<file path="config.mk">
export PLATFORM = sky130hd
export DESIGN_NAME = display_reset_and_bus_select
export DESIGN_NICKNAME = d
export VERILOG_FILES = /design/src/reset_seq_pkg.sv /design/src/display_reset_and_bus_select.sv /design/src/reset_glitch_filter.sv
export SDC_FILE = /design/constraint.sdc
export NUM_CORES = 1
export LEC_CHECK = 0
export BUFFER_PORTS_ARGS = -buffer_cell sky130_fd_sc_hd__buf_2
export CORE_UTILIZATION = 42
export DETAILED_ROUTE_END_ITERATION = 12
export GPL_TIMING_DRIVEN = 1
export PLACE_DENSITY_LB_ADDON = 0.12
export SYNTH_ARGS = -nofsm -noshare
export SYNTH_HDL_FRONTEND = slang
export SYNTH_SLANG_ARGS = --single-unit
</file>
<file path="constraint.sdc">
create_clock -name clk -period 6 [get_ports clk]
set_clock_uncertainty 0.15 [all_clocks]
set_input_delay 0.6 -clock clk [delete_from_list [all_inputs] [get_ports clk]]
set_output_delay 0.6 -clock clk [all_outputs]
set_load 0.02 [all_outputs]
</file>
<file path="src/reset_seq_pkg.sv">
// constants, types and state encoding shared by the reset and bus-select logic
// assumes a single 50 MHz clock and pins already synchronous to it
// Notes on behaviour
// - select pin low serial, high parallel
// - wire select low 3-line, high 4-line
// - reject under 5us, reset over 9us
// - spikes during held reset are ignored
// - reload stored settings on each release
// - reload finishes within 5 ms of release
// - awake reset runs blanking up to 120 ms
// - sleeping reset keeps display blank only
// - settings return to defaults at reset start
package reset_seq_pkg;
   localparam int unsigned clk_hz = 50_000_000;
   localparam int unsigned reject_us = 5;
   localparam int unsigned full_us = 9;
   localparam int unsigned reload_ms = 5;
   localparam int unsigned blank_ms = 120;
   // least and longest times both round down, as the integer divisions truncate
   localparam int unsigned reject_cycles = (reject_us * (clk_hz / 1_000_000));
   localparam int unsigned full_cycles = (full_us * (clk_hz / 1_000_000));
   localparam int unsigned reload_cycles_dflt = reload_ms * (clk_hz / 1000);
   localparam int unsigned blank_cycles_dflt = blank_ms * (clk_hz / 1000);
   localparam int cnt_w = 23;
   localparam int flt_w = 9;
   localparam int word_w = 8;
   localparam int reload_words = 4;
   localparam int idx_w = 2;
   localparam logic [word_w-1:0] settings_default = 8'h00;
   localparam logic [flt_w-1:0] flt_zero = 9'h000;
   localparam logic [cnt_w-1:0] cnt_zero = 23'h000000;
   localparam logic [idx_w-1:0] idx_zero = 2'h0;
   localparam logic [idx_w-1:0] idx_last = 2'h3;

   typedef enum logic [2:0] {
      st_run = 3'b000,
      st_blank = 3'b001,
      st_held = 3'b011,
      st_reload = 3'b010,
      st_ready = 3'b110
   } seq_state_t;

   typedef struct packed {
      logic parallel;
      logic four_wire;
   } bus_mode_t;

   typedef struct packed {
      logic busy;
      logic blank;
      logic reload_done;
      logic cmd_ready;
   } seq_status_t;
endpackage

</file>
<file path="src/display_reset_and_bus_select.sv">
// reset handling, blanking, stored-settings reload and host bus mode select
// assumes pins are synchronous to clk; the host keeps its own wait times
`timescale 1ns/1ps
module display_reset_and_bus_select
   import reset_seq_pkg::*;
#(
   parameter int unsigned reload_cycles = reload_cycles_dflt,
   parameter int unsigned blank_cycles = blank_cycles_dflt
) (
   input wire logic clk,
   input wire logic rst_n,
   input wire logic hw_reset_n,
   input wire logic host_bus_select,
   input wire logic serial_wire_count_select,
   input wire logic sleep_in,
   input wire logic [word_w-1:0] stored_settings_data,
   output logic [idx_w-1:0] stored_settings_addr,
   output logic stored_settings_read,
   output bus_mode_t bus_mode,
   output seq_status_t status,
   output logic [word_w*reload_words-1:0] settings
);
   logic start;
   logic confirmed;
   logic released;
   logic confirmed_seen;
   logic read_pending;
   logic [cnt_w-1:0] blank_cnt;
   logic [cnt_w-1:0] wait_cnt;
   seq_state_t state;
   seq_state_t next_state;

   reset_glitch_filter filter (
      .clk(clk),
      .rst_n(rst_n),
      .pin_n(hw_reset_n),
      .start(start),
      .confirmed(confirmed),
      .released(released)
   );

   // bus mode follows the static select pins; serial width only matters when serial
   always_ff @(posedge clk or negedge rst_n) begin
      if (!rst_n) begin
         bus_mode <= '0;
      end else begin
         bus_mode.parallel <= host_bus_select;
         bus_mode.four_wire <= !host_bus_select && serial_wire_count_select;
      end
   end

   // a release only counts as a full reset once the low run passed the long limit
   always_ff @(posedge clk or negedge rst_n) begin
      if (!rst_n) begin
         confirmed_seen <= 1'b0;
      end else if (start) begin
         confirmed_seen <= 1'b0;
      end else if (confirmed) begin
         confirmed_seen <= 1'b1;
      end
   end

   // sequencer state
   always_comb begin
      next_state = state;
      case (state)
         st_run, st_ready: begin
            if (start) begin
               next_state = sleep_in ? st_held : st_blank;
            end
         end
         st_blank: begin
            // a release inside the blanking time must not be lost, so it ends blanking early
            if (released) begin
               next_state = st_reload;
            end else if (blank_cnt == cnt_w'(blank_cycles - 1)) begin
               next_state = st_held;
            end
         end
         st_held: begin
            if (released) begin
               next_state = st_reload;
            end
         end
         st_reload: begin
            if (!read_pending && stored_settings_addr == idx_last && !stored_settings_read) begin
               next_state = st_ready;
            end
         end
         default: next_state = st_run;
      endcase
   end

   always_ff @(posedge clk or negedge rst_n) begin
      if (!rst_n) begin
         state <= st_run;
      end else begin
         state <= next_state;
      end
   end

   // blanking timer; stopping early on release still keeps it under the limit
   always_ff @(posedge clk or negedge rst_n) begin
      if (!rst_n) begin
         blank_cnt <= cnt_zero;
      end else if (state == st_blank) begin
         blank_cnt <= blank_cnt + 1'b1;
      end else begin
         blank_cnt <= cnt_zero;
      end
   end

   // reload walk: one word per two cycles, far below the reload budget
   always_ff @(posedge clk or negedge rst_n) begin
      if (!rst_n) begin
         stored_settings_addr <= idx_zero;
         stored_settings_read <= 1'b0;
         read_pending <= 1'b0;
      end else if (state != st_reload) begin
         stored_settings_addr <= idx_zero;
         stored_settings_read <= next_state == st_reload;
         read_pending <= next_state == st_reload;
      end else if (stored_settings_read) begin
         stored_settings_read <= 1'b0;
      end else if (read_pending) begin
         read_pending <= stored_settings_addr != idx_last;
         stored_settings_read <= stored_settings_addr != idx_last;
         if (stored_settings_addr != idx_last) begin
            stored_settings_addr <= stored_settings_addr + 1'b1;
         end
      end
   end

   // settings go to defaults at reset start, then take the stored words
   generate
      for (genvar i = 0; i < reload_words; i++) begin : g_word
         always_ff @(posedge clk or negedge rst_n) begin
            if (!rst_n) begin
               settings[i*word_w +: word_w] <= settings_default;
            end else if (start && (state == st_run || state == st_ready)) begin
               settings[i*word_w +: word_w] <= settings_default;
            end else if (state == st_reload && read_pending && !stored_settings_read
                         && stored_settings_addr == idx_w'(i)) begin
               settings[i*word_w +: word_w] <= stored_settings_data;
            end
         end
      end
   endgenerate

   // counts the host's command wait after release; cmd_ready waits for it to reach reload_cycles
   always_ff @(posedge clk or negedge rst_n) begin
      if (!rst_n) begin
         wait_cnt <= cnt_zero;
      end else if (state == st_held || state == st_blank) begin
         wait_cnt <= cnt_zero;
      end else if (wait_cnt != cnt_w'(reload_cycles)) begin
         wait_cnt <= wait_cnt + 1'b1; // host command wait point
      end
   end

   // status flags
   always_ff @(posedge clk or negedge rst_n) begin
      if (!rst_n) begin
         status <= '0;
      end else begin
         status.busy <= next_state == st_blank || next_state == st_held || next_state == st_reload;
         status.blank <= next_state == st_blank || next_state == st_held || next_state == st_reload;
         status.reload_done <= next_state == st_ready && confirmed_seen;
         status.cmd_ready <= next_state != st_blank && next_state != st_held && next_state != st_reload
                             && wait_cnt == cnt_w'(reload_cycles);
      end
   end
endmodule

</file>
<file path="src/reset_glitch_filter.sv">
// filter for the active-low reset pin: rejects short lows, confirms long ones
// assumes the pin is already synchronous to clk
`timescale 1ns/1ps
module reset_glitch_filter
   import reset_seq_pkg::*;
(
   input wire logic clk,
   input wire logic rst_n,
   input wire logic pin_n,
   output logic start,
   output logic confirmed,
   output logic released
);
   logic [flt_w-1:0] low_cnt;
   logic [flt_w-1:0] high_cnt;
   logic held;

   // count the length of the present low run; a high resets it
   always_ff @(posedge clk or negedge rst_n) begin
      if (!rst_n) begin
         low_cnt <= flt_zero;
      end else if (pin_n) begin
         low_cnt <= flt_zero;
      end else if (low_cnt != flt_w'(full_cycles)) begin
         low_cnt <= low_cnt + 1'b1;
      end
   end

   // highs within a held reset shorter than the reject time are spikes
   always_ff @(posedge clk or negedge rst_n) begin
      if (!rst_n) begin
         high_cnt <= flt_zero;
      end else if (!pin_n || !held) begin
         high_cnt <= flt_zero;
      end else if (high_cnt != flt_w'(reject_cycles)) begin
         high_cnt <= high_cnt + 1'b1;
      end
   end

   // one-cycle events plus the held level
   always_ff @(posedge clk or negedge rst_n) begin
      if (!rst_n) begin
         held <= 1'b0;
         start <= 1'b0;
         confirmed <= 1'b0;
         released <= 1'b0;
      end else begin
         start <= !held && !pin_n && low_cnt == flt_w'(reject_cycles - 1);
         confirmed <= !pin_n && low_cnt == flt_w'(full_cycles - 1);
         released <= held && pin_n && high_cnt == flt_w'(reject_cycles - 1);
         if (!pin_n && low_cnt == flt_w'(reject_cycles - 1)) begin
            held <= 1'b1;
         end else if (pin_n && high_cnt == flt_w'(reject_cycles - 1)) begin
            held <= 1'b0;
         end
      end
   end
endmodule

</file>
==> results.md, run 1 <==
- Antenna cells: 0
- Peak supply drop: ~0.21 mV
- CP arrival: 2.51 ns
- CTS resizes: 0
- Initial antenna violation count: 0
- Post-CTS Setup Inserts: 0
- Sequential share of the synthesized area: 53.0%
- Asr flop ratio synth: 100%
- DRC: 0
- Width of the die: 115 µm
- Buf+Inv Stages, Crit Path: 0
- Final Cell Area: 0.00633 mm²
- EDFF count, synth: 0
- Fin util: between 50% and 60%
- Critical path fanouts, max: 7
- DR vias: 3995
- Family with the most delay on the worst path: simple AND/OR/NAND/NOR gates
- Sequential Power Share: 43.2%
- Final hold vios: 0
- Total GRT Usage: 19.0%
- Static leakage: 0.00291 µW
- Slowest CP cell: or4_1
- Met3 usage: under 10%
- CTS tree: done
- Wire per inst: 14.3 µm
- Fmax: about 430 MHz
- Startpoint class of the critical path: flip-flop
- CP Data Required Time: 6.16 ns
- Global-route wire length before repair: 19200 µm
- Most used cells in the layout excluding fill and tap cells: dfrtp_1 (113), nor2_1 (80), buf_2 (53)
- Sink Count: 113
- Net load switching power: 396 µW
- Hold crit path type: in -> async
- Buffer depth of the longest clock path: 2
- Slowest cell delay on critical path: approximately 0.69 ns
- Crit path kind: reg -> reg
- Post-DP HPWL: 7230 µm
- Crit. End Element: flip-flop
- Gpl congestion: 0.782
- Clk network pwr share: 53.0%
- Area of the core: 0.0122 mm²
- Max-slew violation count: 0
- Initial Util: a little over two fifths
- TNS Setup: 0 ns
- Routed wire length: 10900 µm
- RSZ-0062 raised after global routing: false
- Nets: 608
- Crit path cell chain: ha_1 -> nand4_1 -> or4_1 -> or3_1 -> a21oi_1
- # port buffers: 54
- Num CTS Buffers: 17
- Worst-path clk slew: 0.05 ns
- Met1 Usage GRT: 24.3%
- Syn Area/Cell: 10.2 µm²
- Period utilisation layout: 39.0%
- Mapped cell area: 0.00534 mm²
- Max_slew headroom: 45.5%
- Largest net degree at the start of global routing: 60
- Fillers: 1154
- Vias in the first global route: 3998
- Boundary Pins: 55
- Via/cell ratio: roughly 5.3
- MaxCap Viol Count: 0
- Setup violators final: 0
- Global route hottest layer: met2
- Pwr/cell area: 287 mW/mm²
- Hold_buf cts: 0
- Min cycle time layout: 2.34 ns
- Rows: 40
- GR Util met2: 29.7%
- H-Tree Depth: 4
- Clock Latency Late Sink: between 0.4 and 0.5 ns
- DRT iter0 DRCs: roughly 190
- Outcome: finished clean
- Grt total ovfl: 0
- Top FF cell, synth: dfrtp_1
- Yosys warning total: 0
- Post-Synthesis Cells: 523
- Total internal power: about 1400 µW
- Worst slew pin tran: just over 0.8 ns
- Die ar.: 0.0132 mm²
- Synth unique cells: 44
- Placed cell area: 0.00576 mm²
- Net Sw Frac: 21.8%
- Area Growth Syn to Fin: 18.7%
- Drt first pass iters: 4
- Logic pwr share: 3.7%
- Chip height: between 100 and 150 µm
- Commonest non-fill, non-tap cell in the layout: dfrtp_1
- Number of synthesized register bits: 113
- Clk root buf: clkbuf_16
- Post-synth net total: 550
- Layout cells sized above 1: 16.6%
- ANT nets after route: 0
-- metal layers --
metal / part of all wire, % / vias to the layer above
li1: - / 1954
met1: 48 / 1958
met2: 46 / 68
met3: 4.4 / 15
met4: 1.4 / 0
met5: 0 / -
-- state kept, by name, summed over array words and instances, names as in the netlist, 3 cells and up --
register,count
settings,32
blank_cnt,23
wait_cnt,23
filter.high_cnt,9
filter.low_cnt,9
state,3
status,3
-- metrics by stage --
stage	hold slack, ns	power, µW	setup WS (ns)	instances
finish	0.111	1820	3.66	760
global route	0.137	1890	3.53	760
floorplan	0.154	827	3.88	523
CTS	0.128	1840	3.66	760
detailed placement	0.282	867	3.67	730
global placement	0.283	866	3.77	730
-- area by class of cell --
class	instances	area [µm²]	area share [%]
timing repair buffer	57	295	4.66
clock buffer	19	453	7.15
sequential	113	2830	44.7
clock inverter	11	115	1.82
inverter	18	67.6	1.07
multi-input combinational	374	2360	37.3
tap	168	210	3.32
-- cell usage after synthesis (all sizes together) (2+ instances only) --
| cell type | instances | share of area, % |
|---|---|---|
| or4 | 10 | 1.4 |
| and3 | 5 | 0.59 |
| and4 | 4 | 0.66 |
| xor2 | 13 | 2.1 |
| or3 | 17 | 2.0 |
| buf | 3 | 0.45 |
| ha | 13 | 3.0 |
| inv | 18 | 1.3 |
| nand2 | 26 | 1.8 |
| nand2b | 7 | 0.82 |
| dfrtp | 113 | 53 |
| nor4b | 6 | 1.1 |
| nor4 | 7 | 0.82 |
| xnor2 | 22 | 3.6 |
| nand3 | 20 | 1.9 |
| a31o | 3 | 0.49 |
| clkbuf | 15 | 1.1 |
| nor3 | 14 | 1.3 |
| mux2i | 32 | 6.0 |
| nor2b | 6 | 0.70 |
| a211oi | 2 | 0.28 |
| o21ai | 20 | 1.9 |
| nand4 | 19 | 2.6 |
| a21oi | 31 | 2.9 |
| o31ai | 3 | 0.42 |
| nor2 | 81 | 5.7 |
-- final timing paths --
kind,start,endpoint,slack (ns),cells after the start
setup / recovery,blank_cnt[0]$_DFF_PN0_,blank_cnt[22]$_DFF_PN0_,3.66,5
hold / removal,rst_n,wait_cnt[17]$_DFFE_PN0P_,0.11,1
setup reg to reg,blank_cnt[0]$_DFF_PN0_,blank_cnt[22]$_DFF_PN0_,3.66,5
hold reg to reg,filter.held$_DFFE_PN0P_,filter.start$_DFF_PN0_,0.28,1
max in group asynchronous,rst_n,bus_mode[0]$_DFF_PN0_,4.37,2
min in group clk,host_bus_select,bus_mode[1]$_DFF_PN0_,0.16,1
-- power groups by stage --
stage / logic, µW / registers (µW) / clock network, µW
after CTS: 69.8 / 785 / 984
final: 67.5 / 785 / 963
after floorplan: 15.5 / 812 / 0
after global routing: 76.1 / 786 / 1030
after detailed placement: 69.6 / 798 / 0
after global placement: 68.5 / 797 / 0
-- logic make-up after synthesis --
logic type	Yosys count	share of synthesized area, %
mux	32	6.00
compound gates	66	7.06
fa+ha+maj	13	3.05
xor+xnor	35	5.75
flops	113	53.0
simple gates	228	22.4
buf+inv	36	2.77
(Power assumes the default switching activity.)
==> inputs of run 2 (changes only) <==
Settings changed: ABC_AREA from default to 1.
Clock period 6 ns to 2.4 ns, I/O delays scaled along.
==> run 2 against run 1 <==
  * Wire length increased by 7.5%
  * Non-clock buffer count increased by 9
  * Via count increased by 13%
  * Critical path depth increased by 1
  * Utilization decreased by 0.95 points
  * Flip-flop and latch count unchanged
  * Synthesized area increased by 6.1%
  * Clock power increased by 130%
  * Critical path type unchanged
  * Largest cell class unchanged
==> results.md, run 2 <==
- Top FF cell, synth: dfrtp_1
- H-Tree Depth: 4 (unchanged)
- Initial antenna violation count: 0 (unchanged)
- Worst slew pin tran: 0.621 ns (-0.193 ns)
- Min cycle time layout: 2.08 ns (-0.260 ns)
- Period utilisation layout: 86.8% (+48 points)
- Number of synthesized register bits: 113 (unchanged)
- Final Cell Area: 0.00671 mm² (+6.0%)
- Yosys warning total: 0 (unchanged)
- Fmax: 480 MHz (+12%)
- Global-route wire length before repair: 20500 µm (+6.4%)
- CP arrival: 2.23 ns (-0.28 ns)
- Post-Place Worst Slack: 0.310 ns (-3.36 ns)
- Pwr/cell area: 655 mW/mm² (+130%)
- Worst-path clk slew: 0.05 ns (about the same)
- Sequential Power Share: 44.6% (+1.4 points)
- Area leader, netlist: dfrtp_1
- Net Sw Frac: 22.0% (+0.20 points)
- Commonest non-fill, non-tap cell in the layout: nand2_1
- Critical path fanouts, max: 11 (+4)
- Area contributors post-synth: dfrtp_1 (50%), nand2_1 (10%), inv_1 (6.3%)
- Post-synth net total: 707 (+29%)
- Post-Synthesis Cells: 680 (+30%)
- Width of the die: 118 µm (+3.0%)
- CTS tree: done
- Chip height: 118 µm (+3.0%)
- Crit. End Element: flip-flop
- Logic pwr share: 4.3% (+0.6 points)
- Max reg flops: 32 (unchanged)
- Largest regs: settings: 32 flops, blank_cnt: 23 flops, wait_cnt: 23 flops
- Placed cell area: 0.00612 mm² (+6.2%)
- Count leader, synth: nand2_1
- EDFF count, synth: 0 (unchanged)
- Final hold vios: 0 (unchanged)
- Final WS setup: 0.317 ns (-3.34 ns)
- Hold crit path type: in -> reg
- Boundary Pins: 55 (unchanged)
- DRT iter0 DRCs: 316 (+67%)
- Startpoint class of the critical path: flip-flop
- Via/cell ratio: 4.81 (-8.5%)
- Largest net degree at the start of global routing: 114 (+90%)
- Static leakage: 0.00320 µW (+10%)
- # port buffers: 54 (unchanged)
- Most used cells in the layout excluding fill and tap cells: nand2_1 (151), dfrtp_1 (113), inv_1 (95)
- Area Growth Syn to Fin: 18.6% (about the same)
- Clk root buf: clkbuf_16
- Net load switching power: 969 µW (+140%)
- Area of the core: 0.0132 mm² (+8.0%)
- CP Data Required Time: 2.55 ns (-3.61 ns)
- Initial Util: 42.9% (-0.77 points)
- Max_slew headroom: 58.6% (+13 points)
- Total GRT Usage: 18.6% (-0.42 points)
- Buffer depth of the longest clock path: 2 (unchanged)
- Max-slew violation count: 0 (unchanged)
- Top reg by flops: settings
- Sequential share of the synthesized area: 50.0% (-3.0 points)
- Antenna cells: 0 (unchanged)
- Die ar.: 0.0139 mm² (+6.0%)
- Num CTS Buffers: 17 (unchanged)
- Layout cells sized above 1: 16.1% (-0.50 points)
- Vias in the first global route: 4419 (+11%)
- Sink Count: 113 (unchanged)
- RSZ-0062 raised after global routing: false
- TNS Setup: 0 ns (unchanged)
- Syn Area/Cell: 8.32 µm² (-18%)
- Total internal power: 3430 µW (+140%)
- Outcome: finished clean
- ANT nets after route: 0 (unchanged)
- Clock Latency Late Sink: 0.41 ns (about the same)
- DRC: 0 (unchanged)
- Fin util: 50.9% (-0.95 points)
- Nets: 782 (+29%)
- MaxCap Viol Count: 0 (unchanged)
- Routed wire length: 11700 µm (+7.5%)
- Clk network pwr share: 51.0% (-2.0 points)
- Mapped cell area: 0.00566 mm² (+6.1%)
- DR vias: 4530 (+13%)
- Most frequent cells after synthesis: nand2_1 (151), dfrtp_1 (113), inv_1 (95), nor2_1 (77)
- Post-DP HPWL: 8200 µm (+13%)
- Rows: 42 (+5.0%)
- Grt total ovfl: 0 (unchanged)
- Peak supply drop: 0.422 mV (+99%)
- Asr flop ratio synth: 100% (unchanged)
- Post-CTS Setup Inserts: 0 (unchanged)
- Gpl congestion: 0.866 (+11%)
- Setup violators final: 0 (unchanged)
- Yosys top cell area share: 50.0% (-3.0 points)
- Crit path kind: reg -> reg
- Wire per inst: 12.4 µm (-13%)
- Synth unique cells: 41 (-6.8%)
- Drt first pass iters: 4 (unchanged)
## run 2: cell count changes after synthesis, sizes merged, moves of 17 or more
| cell | change |
|---|---|
| mux2i | -32 |
| or3 | -17 |
| nand3 | +22 |
| inv | +84 |
| nand2 | +127 |
| o21ai | +21 |
| xnor2 | -19 |
## run 2: worst paths after layout
| kind | from | depth (start not counted) | slack, ns | end |
|---|---|---|---|---|
| setup / recovery | state[2]$_DFF_PN0_ | 6 | 0.32 | settings[25]$_DFFE_PN0P_ |
| hold / removal | stored_settings_data[6] | 5 | 0.02 | settings[14]$_DFFE_PN0P_ |
| setup reg to reg | state[2]$_DFF_PN0_ | 6 | 0.32 | settings[25]$_DFFE_PN0P_ |
| hold reg to reg | filter.confirmed$_DFF_PN0_ | 2 | 0.32 | confirmed_seen$_DFFE_PN0P_ |
| max in group asynchronous | rst_n | 3 | 1.33 | settings[27]$_DFFE_PN0P_ |
| min in group asynchronous | rst_n | 3 | 0.28 | blank_cnt[15]$_DFF_PN0_ |
## run 2: worst max-delay path, cell delays in order, from the launching register on
cell and delay (ns):
dfrtp_1 0.39, inv_2 0.11, nand2_2 0.10, nor2_4 0.18, nand3_4 0.15, o21ai_2 0.48, mux2_2 0.39
## run 2: power groups by stage
| stage | clock network (µW) | registers [µW] | logic, µW |
|---|---|---|---|
| 4_1_cts | 2300 | 1960 | 197 |
| 5_1_grt | 2400 | 1970 | 214 |
| 6_report | 2250 | 1960 | 191 |
| 3_3_place_gp | 0 | 1990 | 183 |
| 3_5_place_dp | 0 | 1990 | 186 |
| 2_1_floorplan | 0 | 2030 | 50.2 |
## run 2: final cells by class
cell class	count	area, µm²
fillers	1248	6480
flip-flops and latches	113	2830
multi-input cells	455	2370
clock buffers	23	458
repair buffers	66	393
inverters	102	385
well taps	176	220
clock inverters	7	62.6
## run 2: cell families (layout without fill, tap and decap cells)
family | count (synthesis) | in the layout | share of synthesized area [%]
AND/OR/NAND/NOR | 332 | 332 | 26.0
adder cells (fa/ha/maj) | 13 | 13 | 2.87
AO/OA/AOI/OAI | 90 | 90 | 9.39
buffers and inverters | 112 | 198 | 8.24
multiplexers | 5 | 5 | 1.26
flip-flops | 113 | 113 | 50.0
XOR/XNOR | 15 | 15 | 2.32
## run 2: stage by stage
stage	hold slack (ns)	instances	total power, µW
6_report	0.0153	942	4400
5_1_grt	0.0356	942	4580
4_1_cts	0.00596	942	4460
3_5_place_dp	0.215	905	2180
3_3_place_gp	0.211	905	2180
2_1_floorplan	-0.206	680	2080
## run 2: metal layers
metal,global-route usage [%],vias up,routed length (µm)
met4,8.49,0,136
met1,24.1,2115,5650
met5,0,-,0
met3,4.65,15,472
li1,-,2325,-
met2,29.2,75,5430
## run 2: what timing repair did
action	CTS	global route
endpoints found under the hold margin	122	0
resized for setup	0	0
hold buffers	7	0
